===== config.mk =====
export PLATFORM = sky130hd
export DESIGN_NAME = pt_unit
export DESIGN_NICKNAME = d
export VERILOG_FILES = /design/src/pt_pkg.sv /design/src/pt_prescale.sv /design/src/pt_quad.sv /design/src/pt_unit.sv
export SDC_FILE = /design/constraint.sdc
export NUM_CORES = 2
export LEC_CHECK = 0
export BUFFER_PORTS_ARGS = -buffer_cell sky130_fd_sc_hd__buf_2
export CAP_MARGIN = 20
export CELL_PAD_IN_SITES_DETAIL_PLACEMENT = 0
export CELL_PAD_IN_SITES_GLOBAL_PLACEMENT = 1
export CORE_MARGIN = 1
export CORE_UTILIZATION = 33
export CTS_CLUSTER_SIZE = 8
export DETAILED_ROUTE_END_ITERATION = 10
export PLACE_DENSITY = 0.71
export SYNTH_ARGS = -nofsm -noshare
export SYNTH_HDL_FRONTEND = slang
export SYNTH_SLANG_ARGS = --single-unit

===== constraint.sdc =====
create_clock -name ref_clk -period 11.05 [get_ports ref_clk]
set_input_delay 2.21 -clock ref_clk [delete_from_list [all_inputs] [get_ports ref_clk]]
set_output_delay 2.21 -clock ref_clk [all_outputs]
set_load 0.03 [all_outputs]

===== src/pt_pkg.sv =====
// Constants shared by the pulse timer unit and its helper modules.
// Assumes every user reads field codes through these names only.
package pt_pkg;

  localparam int NUM_CH = 6;
  localparam int CNT_W = 16;
  localparam int NUM_GR = 4;

  // Channel operating modes
  localparam logic [1:0] MODE_NORMAL = 2'h0;
  localparam logic [1:0] MODE_PWM1 = 2'h1;
  localparam logic [1:0] MODE_PWM2 = 2'h2;
  localparam logic [1:0] MODE_PHASE = 2'h3;

  // Counter clear sources
  localparam logic [1:0] CLR_NONE = 2'h0;
  localparam logic [1:0] CLR_A = 2'h1;
  localparam logic [1:0] CLR_B = 2'h2;
  localparam logic [1:0] CLR_SYNC = 2'h3;

  // Prescaler: codes 0..6 divide by 2**code, code 7 is the cascade clock on channels 1 and 4, divide by 128 elsewhere
  localparam int PSC_W = 7;
  localparam logic [2:0] PSC_CASCADE = 3'h7;

  // Pin action field: bit 3 capture, bit 2 initial level, bits 1:0 action
  localparam int ACT_CAP_BIT = 3;
  localparam int ACT_INIT_BIT = 2;
  localparam int EDGE_RISE_BIT = 0;
  localparam int EDGE_FALL_BIT = 1;
  localparam logic [1:0] OUT_NONE = 2'h0;
  localparam logic [1:0] OUT_LOW = 2'h1;
  localparam logic [1:0] OUT_HIGH = 2'h2;
  localparam logic [1:0] OUT_TOGGLE = 2'h3;

  // Register select on the write port
  localparam logic [2:0] SEL_CNT = 3'h0;
  localparam logic [2:0] SEL_A = 3'h1;
  localparam logic [2:0] SEL_D = 3'h4;

  // Channel capability masks, bit n is channel n
  localparam logic [5:0] BUF_CH_MASK = 6'h09;
  localparam logic [5:0] PHASE_CH_MASK = 6'h36;
  localparam logic [5:0] CASC_CH_MASK = 6'h12;

  // Values after reset and the counter maximum
  localparam logic [15:0] CNT_ZERO = 16'h0000;
  localparam logic [15:0] CNT_MAX = 16'hFFFF;
  localparam logic [15:0] GR_RESET = 16'hFFFF;
  localparam logic DIR_RESET = 1'b1;

endpackage : pt_pkg


===== src/pt_prescale.sv =====
// Shared free-running prescaler producing one-cycle count enables.
// Assumes all channels sample the enables in the same clock domain.
`timescale 1ns/1ps
module pt_prescale
  import pt_pkg::*;
#(
  parameter int WIDTH = PSC_W
) (
  input wire logic ref_clk,
  input wire logic resetn,
  output logic [WIDTH:0] tick
);

  logic [WIDTH-1:0] div_reg;
  logic [WIDTH-1:0] div_next;

  always_comb begin
    div_next = div_reg + 1'b1;
  end

  always_ff @(posedge ref_clk or negedge resetn) begin
    if (!resetn) begin
      div_reg <= '0;
    end else begin
      div_reg <= div_next;
    end
  end

  assign tick[0] = 1'b1;
  for (genvar k = 1; k <= WIDTH; k++) begin : g_tick
    assign tick[k] = &div_reg[k-1:0];
  end

endmodule : pt_prescale


===== src/pt_quad.sv =====
// Two-phase encoder decoder, every edge of one phase alone counts once.
// Assumes phase inputs are already synchronous to ref_clk.
`timescale 1ns/1ps
module pt_quad (
  input wire logic ref_clk,
  input wire logic resetn,
  input wire logic phase_a,
  input wire logic phase_b,
  output logic count_up,
  output logic count_down
);

  logic a_reg;
  logic b_reg;
  logic one_edge;

  // Both phases moving at once carries no direction; it is dropped
  always_comb begin
    one_edge = (phase_a ^ a_reg) ^ (phase_b ^ b_reg);
    count_up = one_edge && (phase_a ^ b_reg);
    count_down = one_edge && (phase_b ^ a_reg);
  end

  always_ff @(posedge ref_clk or negedge resetn) begin
    if (!resetn) begin
      a_reg <= 1'b0;
      b_reg <= 1'b0;
    end else begin
      a_reg <= phase_a;
      b_reg <= phase_b;
    end
  end

endmodule : pt_quad


===== src/pt_unit.sv =====
// Six-channel 16-bit pulse timer unit: buffer, cascade, PWM, phase count.
// Assumes all pins are synchronous to ref_clk and software drives the
// configuration ports directly; there is no register bus.
// Functional notes
// - Only channels 0 and 3 buffer; C buffers A, D buffers B.
// - Buffered compare match copies buffer into general register with pin.
// - Buffered capture loads counter and shifts old value into buffer.
// - Channels 1 over 2 and 4 over 5 form 32-bit counters.
// - Cascaded upper counts up on lower overflow, down on underflow.
// - Lower counter underflows only while in two-phase counting mode.
// - Upper channel in two-phase mode ignores cascade clock selection.
// - Same-edge captures store upper half on channel 1, lower on 2.
// - PWM compare matches drive 0, 1 or toggle; 0 to 100 duty.
// - Clear source sets PWM period; each channel chooses PWM alone.
// - PWM mode 1 pairs A with B, C with D on pins A, C.
// - PWM mode 1 starts from the initial level of A or C.
// - Equal governing registers leave the PWM pin unchanged on match.
// - PWM mode 1 gives up to eight output phases.
// - PWM mode 2: cycle match clear returns pins to initial level.
// - PWM mode 2 with sync gives up to fifteen phases.
// - PWM mode 2 cycle register pin gives no output.
// - Two-phase mode only on 1,2,4,5; forces encoder clock, up/down.
// - Clear, pin control, capture and compare still work in two-phase.
// - Up past maximum sets overflow; down below zero sets underflow.
// - Status shows a readable count direction flag.
// - Channels 1,5 use ext pins A,B; channels 2,4 use C,D.
// - Mode 1 counts up when A leads B, down when B leads.
// - Overflow wraps from all ones to zero and keeps counting.
`timescale 1ns/1ps
module pt_unit
  import pt_pkg::*;
(
  input wire logic ref_clk,
  input wire logic resetn,
  input wire logic [5:0] start,
  input wire logic [5:0] sync_enable,
  input wire logic [5:0] buffer_enable,
  input wire logic [11:0] mode_select,
  input wire logic [17:0] prescaler_select,
  input wire logic [11:0] clear_source_select,
  input wire logic [23:0] pin_a_action,
  input wire logic [23:0] pin_b_action,
  input wire logic [23:0] pin_c_action,
  input wire logic [23:0] pin_d_action,
  input wire logic wr_en,
  input wire logic [2:0] wr_chan,
  input wire logic [2:0] wr_sel,
  input wire logic [15:0] wr_data,
  input wire logic [5:0] overflow_clear,
  input wire logic [5:0] underflow_clear,
  input wire logic [23:0] match_clear,
  input wire logic ext_clock_pin_a,
  input wire logic ext_clock_pin_b,
  input wire logic ext_clock_pin_c,
  input wire logic ext_clock_pin_d,
  input wire logic [23:0] io_pin_in,
  output logic [23:0] io_pin_out,
  output logic [23:0] io_pin_oe,
  output logic [95:0] channel_counter,
  output logic [95:0] general_reg_a,
  output logic [95:0] general_reg_b,
  output logic [95:0] general_reg_c,
  output logic [95:0] general_reg_d,
  output logic [5:0] overflow_flag,
  output logic [5:0] underflow_flag,
  output logic [5:0] direction_flag,
  output logic [23:0] match_flag
);

  logic [PSC_W:0] tick;
  logic [1:0] q_up;
  logic [1:0] q_dn;
  logic [5:0] ovf_ev;
  logic [5:0] unf_ev;
  logic [5:0] sync_req;

  function automatic logic pt_level(input logic cur, input logic [3:0] a);
    logic lvl;
    unique case (a[1:0])
      OUT_NONE: lvl = cur;
      OUT_LOW: lvl = 1'b0;
      OUT_HIGH: lvl = 1'b1;
      OUT_TOGGLE: lvl = ~cur;
    endcase
    return lvl;
  endfunction : pt_level

  pt_prescale #(
    .WIDTH(PSC_W)
  ) u_prescale (
    .ref_clk(ref_clk),
    .resetn(resetn),
    .tick(tick)
  );

  pt_quad u_quad_ab (
    .ref_clk(ref_clk),
    .resetn(resetn),
    .phase_a(ext_clock_pin_a),
    .phase_b(ext_clock_pin_b),
    .count_up(q_up[0]),
    .count_down(q_dn[0])
  );

  pt_quad u_quad_cd (
    .ref_clk(ref_clk),
    .resetn(resetn),
    .phase_a(ext_clock_pin_c),
    .phase_b(ext_clock_pin_d),
    .count_up(q_up[1]),
    .count_down(q_dn[1])
  );

  for (genvar i = 0; i < NUM_CH; i++) begin : g_ch
    localparam int LO = (i == 1) ? 2 : 5;
    localparam int QS = (i == 2 || i == 4) ? 1 : 0;
    logic [15:0] cnt_reg;
    logic [15:0] cnt_next;
    logic [15:0] gr_reg [NUM_GR];
    logic [15:0] gr_next [NUM_GR];
    logic [3:0] out_reg;
    logic [3:0] out_next;
    logic [3:0] oe_reg;
    logic [3:0] oe_next;
    logic [3:0] prev_reg;
    logic [3:0] mflag_reg;
    logic [3:0] mflag_next;
    logic ovf_reg;
    logic ovf_next;
    logic unf_reg;
    logic unf_next;
    logic dir_reg;
    logic dir_next;
    logic [3:0] act [NUM_GR];
    logic [3:0] pin_ok;
    logic [3:0] rise;
    logic [3:0] fall;
    logic [3:0] cmp_hit;
    logic [3:0] cap_hit;
    logic [3:0] ev;
    logic [1:0] mode;
    logic [1:0] clr;
    logic [2:0] psc;
    logic phase;
    logic casc;
    logic run;
    logic up;
    logic dn;
    logic clr_own;
    logic clear;
    logic bufm;
    logic cnt_wr;
    logic has_cyc;
    logic [1:0] cyc;

    // Count enables and per-register events
    always_comb begin
      mode = mode_select[2*i +: 2];
      clr = clear_source_select[2*i +: 2];
      psc = prescaler_select[3*i +: 3];
      act[0] = pin_a_action[4*i +: 4];
      act[1] = pin_b_action[4*i +: 4];
      act[2] = pin_c_action[4*i +: 4];
      act[3] = pin_d_action[4*i +: 4];
      phase = (mode == MODE_PHASE) && PHASE_CH_MASK[i];
      casc = CASC_CH_MASK[i] && (psc == PSC_CASCADE) && !phase;
      run = start[i];
      if (phase) begin
        up = run && q_up[QS];
        dn = run && q_dn[QS];
      end else if (casc) begin
        up = run && ovf_ev[LO];
        dn = run && unf_ev[LO];
      end else begin
        up = run && tick[psc];
        dn = 1'b0;
      end
      for (int r = 0; r < NUM_GR; r++) begin
        pin_ok[r] = (r < 2) || BUF_CH_MASK[i];
        rise[r] = io_pin_in[4*i+r] && !prev_reg[r];
        fall[r] = !io_pin_in[4*i+r] && prev_reg[r];
        cmp_hit[r] = pin_ok[r] && !act[r][ACT_CAP_BIT] && (up || dn)
                     && (cnt_reg == gr_reg[r]);
        cap_hit[r] = pin_ok[r] && act[r][ACT_CAP_BIT]
                     && ((act[r][EDGE_RISE_BIT] && rise[r])
                     || (act[r][EDGE_FALL_BIT] && fall[r]));
      end
      ev = cmp_hit | cap_hit;
      clr_own = ((clr == CLR_A) && ev[0]) || ((clr == CLR_B) && ev[1]);
    end

    // Cascade events ignore the lower clear to keep the pair loop-free
    assign ovf_ev[i] = up && (cnt_reg == CNT_MAX);
    assign unf_ev[i] = dn && (cnt_reg == CNT_ZERO);
    assign sync_req[i] = sync_enable[i] && clr_own;

    // Next state of counter, general registers, flags and pins
    always_comb begin
      clear = clr_own
              || ((clr == CLR_SYNC) && sync_enable[i] && (|sync_req));
      cnt_wr = wr_en && (wr_sel == SEL_CNT) && ((wr_chan == i)
               || (sync_enable[i] && (wr_chan < NUM_CH)
               && sync_enable[wr_chan]));
      cnt_next = cnt_reg;
      if (cnt_wr) begin
        cnt_next = wr_data;
      end else if (clear) begin
        cnt_next = CNT_ZERO;
      end else if (up) begin
        cnt_next = cnt_reg + 16'h0001;
      end else if (dn) begin
        cnt_next = cnt_reg - 16'h0001;
      end
      bufm = buffer_enable[i] && BUF_CH_MASK[i];
      gr_next = gr_reg;
      for (int r = 0; r < 2; r++) begin
        if (cap_hit[r]) begin
          gr_next[r] = cnt_reg;
          if (bufm) begin
            gr_next[r+2] = gr_reg[r];
          end
        end else if (cmp_hit[r] && bufm) begin
          gr_next[r] = gr_reg[r+2];
        end
      end
      for (int r = 2; r < NUM_GR; r++) begin
        if (!bufm && cap_hit[r]) begin
          gr_next[r] = cnt_reg;
        end
      end
      if (wr_en && (wr_chan == i) && (wr_sel >= SEL_A)
          && (wr_sel <= SEL_D)) begin
        gr_next[2'(wr_sel - SEL_A)] = wr_data;
      end
      // Hardware set wins over a clear in the same cycle
      mflag_next = (mflag_reg & ~match_clear[4*i +: 4]) | ev;
      ovf_next = (ovf_reg && !overflow_clear[i]) || ovf_ev[i];
      unf_next = (unf_reg && !underflow_clear[i]) || unf_ev[i];
      dir_next = dir_reg;
      if (up) begin
        dir_next = 1'b1;
      end else if (dn) begin
        dir_next = 1'b0;
      end
      has_cyc = (clr == CLR_A) || (clr == CLR_B);
      cyc = (clr == CLR_B) ? 2'h1 : 2'h0;
      out_next = out_reg;
      oe_next = '0;
      unique case (mode)
        MODE_PWM1: begin
          for (int r = 0; r < NUM_GR; r += 2) begin
            oe_next[r] = pin_ok[r];
            if (!run) begin
              out_next[r] = act[r][ACT_INIT_BIT];
            end else if (gr_reg[r] != gr_reg[r+1]) begin
              if (ev[r]) begin
                out_next[r] = pt_level(out_reg[r], act[r]);
              end
              if (ev[r+1]) begin
                out_next[r] = pt_level(out_next[r], act[r+1]);
              end
            end
          end
        end
        MODE_PWM2: begin
          for (int r = 0; r < NUM_GR; r++) begin
            // Sync-cleared channels take their cycle from another channel
            oe_next[r] = pin_ok[r] && !(has_cyc && (r == cyc));
            if (!run || clear) begin
              out_next[r] = act[r][ACT_INIT_BIT];
            end else if (cmp_hit[r]
                && !(has_cyc && (gr_reg[r] == gr_reg[cyc]))) begin
              out_next[r] = pt_level(out_reg[r], act[r]);
            end
          end
        end
        MODE_NORMAL, MODE_PHASE: begin
          for (int r = 0; r < NUM_GR; r++) begin
            oe_next[r] = pin_ok[r] && !act[r][ACT_CAP_BIT]
                         && (act[r][1:0] != OUT_NONE);
            if (!run) begin
              out_next[r] = act[r][ACT_INIT_BIT];
            end else if (cmp_hit[r]) begin
              out_next[r] = pt_level(out_reg[r], act[r]);
            end
          end
        end
      endcase
    end

    always_ff @(posedge ref_clk or negedge resetn) begin
      if (!resetn) begin
        cnt_reg <= CNT_ZERO;
        for (int r = 0; r < NUM_GR; r++) begin
          gr_reg[r] <= GR_RESET;
        end
        out_reg <= '0;
        oe_reg <= '0;
        prev_reg <= '0;
        mflag_reg <= '0;
        ovf_reg <= 1'b0;
        unf_reg <= 1'b0;
        dir_reg <= DIR_RESET;
      end else begin
        cnt_reg <= cnt_next;
        gr_reg <= gr_next;
        out_reg <= out_next;
        oe_reg <= oe_next;
        prev_reg <= io_pin_in[4*i +: 4];
        mflag_reg <= mflag_next;
        ovf_reg <= ovf_next;
        unf_reg <= unf_next;
        dir_reg <= dir_next;
      end
    end

    assign channel_counter[16*i +: 16] = cnt_reg;
    assign general_reg_a[16*i +: 16] = gr_reg[0];
    assign general_reg_b[16*i +: 16] = gr_reg[1];
    assign general_reg_c[16*i +: 16] = gr_reg[2];
    assign general_reg_d[16*i +: 16] = gr_reg[3];
    assign io_pin_out[4*i +: 4] = out_reg;
    assign io_pin_oe[4*i +: 4] = oe_reg;
    assign match_flag[4*i +: 4] = mflag_reg;
    assign overflow_flag[i] = ovf_reg;
    assign underflow_flag[i] = unf_reg;
    assign direction_flag[i] = dir_reg;
  end

endmodule : pt_unit


==> impl_metrics.tcl <==
set metrics [dict create \
    status "completed" \
    fin_skew_ns 0.0289 \
    clkLatencyLatePin_ns 0.67 \
    dp.cells 6379 \
    grtUsageTotal_pct 27.6 \
    fmax_mhz 136 \
    required_ns 11.58 \
    rows 125 \
    arrival_ns 7.90 \
    viasPerCell 5.50 \
    dp_hpwl_um 118000 \
    ys_ff_latch 587 \
    cp-endpoint "g_ch[1].cnt_reg[15]" \
    synth.distinct_cells 88 \
    tns_ns 0 \
    grt_pass1_vias 34700 \
    setup_viol 0 \
    mostFrequentLayoutCells "buf_2 (767), nand2_1 (494), dfstp_2 (388), a21oi_1 (361), nor2_1 (341)" \
    clockBufferDepth 3 \
    stdcell_count 6539 \
    worstRegToRegCells 25 \
    cp.buffers_inverters 3 \
    fin_crit_sh_pct 66.7 \
    fp.dieH_um 346 \
    core_area_sq_um 117000 \
    critPathMaxFanout 16 \
    worstSetupPathType "input pin to flip-flop" \
    drive_gt1_share_pct 31.0 \
    cp_cell_sequence "buf_2 -> ha_1 -> nand3b_1 -> a211oi_1 -> a21oi_1 -> and2b_1 -> inv_2 -> a21bo_2 -> and2_1 -> inv_1 -> ha_1 -> a21o_1 -> a21oi_1 -> o21bai_1 -> a31oi_1 -> o211ai_1 -> a31o_2 -> a21o_1 -> a21o_1 -> a21oi_1 -> mux2i_1 -> xor2_1 -> o21ai_0" \
    hold_viol 0 \
    ys_warn_count 0 \
    ant_nets 0 \
    drc_errors 0 \
    grt_pass1_wl_um 247000 \
    worst_pin_slew_ns 1.25 \
    io_pins 815 \
    cts_setup_buffers 0 \
    overflow 0 \
    max-cap-violations 0 \
    relSlewSlack_pct 15.6 \
    hp-start "g_ch[5].dir_reg" \
    p_leak_nw 22.0 \
    nNetsFinal 5301 \
    clk_pin_slew_ns 0.05 \
    root_buffer "clkbuf_16" \
    startpoint_type "input pin" \
    io_buffer_count 768 \
    wire_per_inst_um 26.1 \
    numClockSinks 587 \
    h-tree-depth 3 \
    cts.repair.resized 0 \
    drt_iter0_drc 3028 \
    preCtsSetupSlack_ns 3.07 \
    power.density_nw_per_um2 261 \
    rsz0062_at_grt "no" \
    finalWorstSetupSlack_ns 3.68 \
    synth_seq_area_share_pct 38.8 \
    synth-async-reset-ratio_pct 100 \
    cts_made_buffers 85 \
    vias 35900 \
    rrSetupSlack_ns 4.07 \
    fin_util_pct 40.0 \
    syn_area_per_cell_sq_um 8.93 \
    fp.dieW_um 346 \
    ys_top_cells_by_area "dfstp_2 (26%), dfrtp_1 (13%), xor2_1 (7.4%)" \
    reg2reg_to "g_ch[1].cnt_reg[15]" \
    antenna_found_initial 27 \
    worst-path-stages 23 \
    netlist_instances 4373 \
    synth_area_sq_um 39100 \
    reg2reg_from "u_prescale.div_reg[0]" \
    cts_tree "yes" \
    drtPass1Iterations 6 \
    end_kind "flip-flop" \
    crit_slowest_cell "and2b_1" \
    place_congestion 0.961 \
    ys.flop_type "dfstp_2" \
    critical-path-top-delay-family "compound AO/OA/AOI/OAI gates" \
    hold_class "flip-flop to flip-flop" \
    synth_area_leader_cell "dfstp_2" \
    crit_start "mode_select[4]" \
    area_growth_pct 19.7 \
    layout_commonest_cell "buf_2" \
    vdd.ir_drop.worst_mv 0.148 \
    die_area_sq_um 120000 \
    post-route-min-period_ns 7.37 \
    start_util_pct 33.4 \
    cpPeakStageDelay_ns 0.64 \
    synth_top_area_share_pct 26.1 \
    cts_hold_buf 0 \
    synth_edf_count 0 \
    slew_violations 0 \
    grt_max_degree 154 \
    wirelength_um 170000 \
]
metal layers:
layer | wire length (um) | track usage (%) | up-vias
met1 | 73000 | 37.4 | 17600
li1 | - | - | 16300
met4 | 6580 | 10.6 | 14
met3 | 13800 | 5.35 | 344
met5 | 89 | 0 | -
met2 | 77000 | 43.4 | 1625
kinds of logic (layout without fill, tap and decap cells):
family,Yosys count,after routing,share of synthesized area [%]
AO/OA/AOI/OAI,963,963,14.9
other,2,19,0.0192
XOR/XNOR,530,530,11.9
AND/OR/NAND/NOR,1268,1268,14.9
multiplexers,393,393,10.6
adder cells (fa/ha/maj),106,106,3.47
buffers and inverters,524,1149,5.38
flip-flops,587,587,38.8
per-stage QoR:
| stage | hold slack (ns) | total power, W | cell area [sq um] |
|---|---|---|---|
| floorplan | 0.439 | 0.00780 | 39100 |
| global placement | 0.445 | 0.00958 | 44000 |
| detailed placement | 0.457 | 0.00963 | 44100 |
| CTS | 0.461 | 0.0122 | 46600 |
| global route | 0.476 | 0.0129 | 46800 |
| finish | 0.466 | 0.0122 | 46800 |
cell usage after synthesis, types with 78 or more instances:
cell type and n:
xnor2_1 198, o21ai_0 212, nand2_1 494, mux2i_1 245, xor2_1 332, a21oi_1 366, nor4_1 96, inv_1 136
clkbuf_1 289, nor2_1 350, dfrtp_1 199, o31ai_1 78, mux2_2 146, dfstp_2 388, ha_1 102
worst register-to-register path, cell delays in order, from the launching register on:
cell      delay (ns)
dfrtp_1         0.50
ha_1            0.41
nand3_2         0.25
inv_2           0.11
ha_1            0.29
mux2i_1         0.18
a221oi_1        0.10
a21oi_1         0.51
and2b_1         0.64
inv_2           0.19
a21bo_2         0.29
and2_1          0.27
inv_1           0.47
ha_1            0.34
a21o_1          0.18
a21oi_1         0.23
o21bai_1        0.11
a31oi_1         0.30
o211ai_1        0.18
a31o_2          0.27
a21o_1          0.20
a21o_1          0.18
a21oi_1         0.17
mux2i_1         0.26
xor2_1          0.16
o21ai_0         0.10
worst min-delay path by stage:
stage	to	slack (ns)	cells past startpoint
after global routing	g_ch[5].dir_reg	0.48	2
after detailed placement	g_ch[5].dir_reg	0.46	2
after CTS	g_ch[5].dir_reg	0.46	2
after global placement	g_ch[5].dir_reg	0.45	2
final	g_ch[5].dir_reg	0.47	2
after floorplan	g_ch[4].dir_reg	0.44	2
layout make-up:
type                    instances  area (sq um)
fillers                     11700         70100
flip-flops and latches        587         15200
diodes                          9          22.5
clock inverters                 7           128
repair buffers                866          4740
clock buffers                 136          2360
well taps                    1524          1910
inverters                     140           526
multi-input cells            3270         21900
power by group:
group / switching [W] / internal (W) / leakage, nW
combinational: 0.00318 / 0.00204 / 14.3
sequential: 0.00141 / 0.00304 / 6.55
clock: 0.00106 / 0.00148 / 1.19
Power figures use the tool's default switching activity.
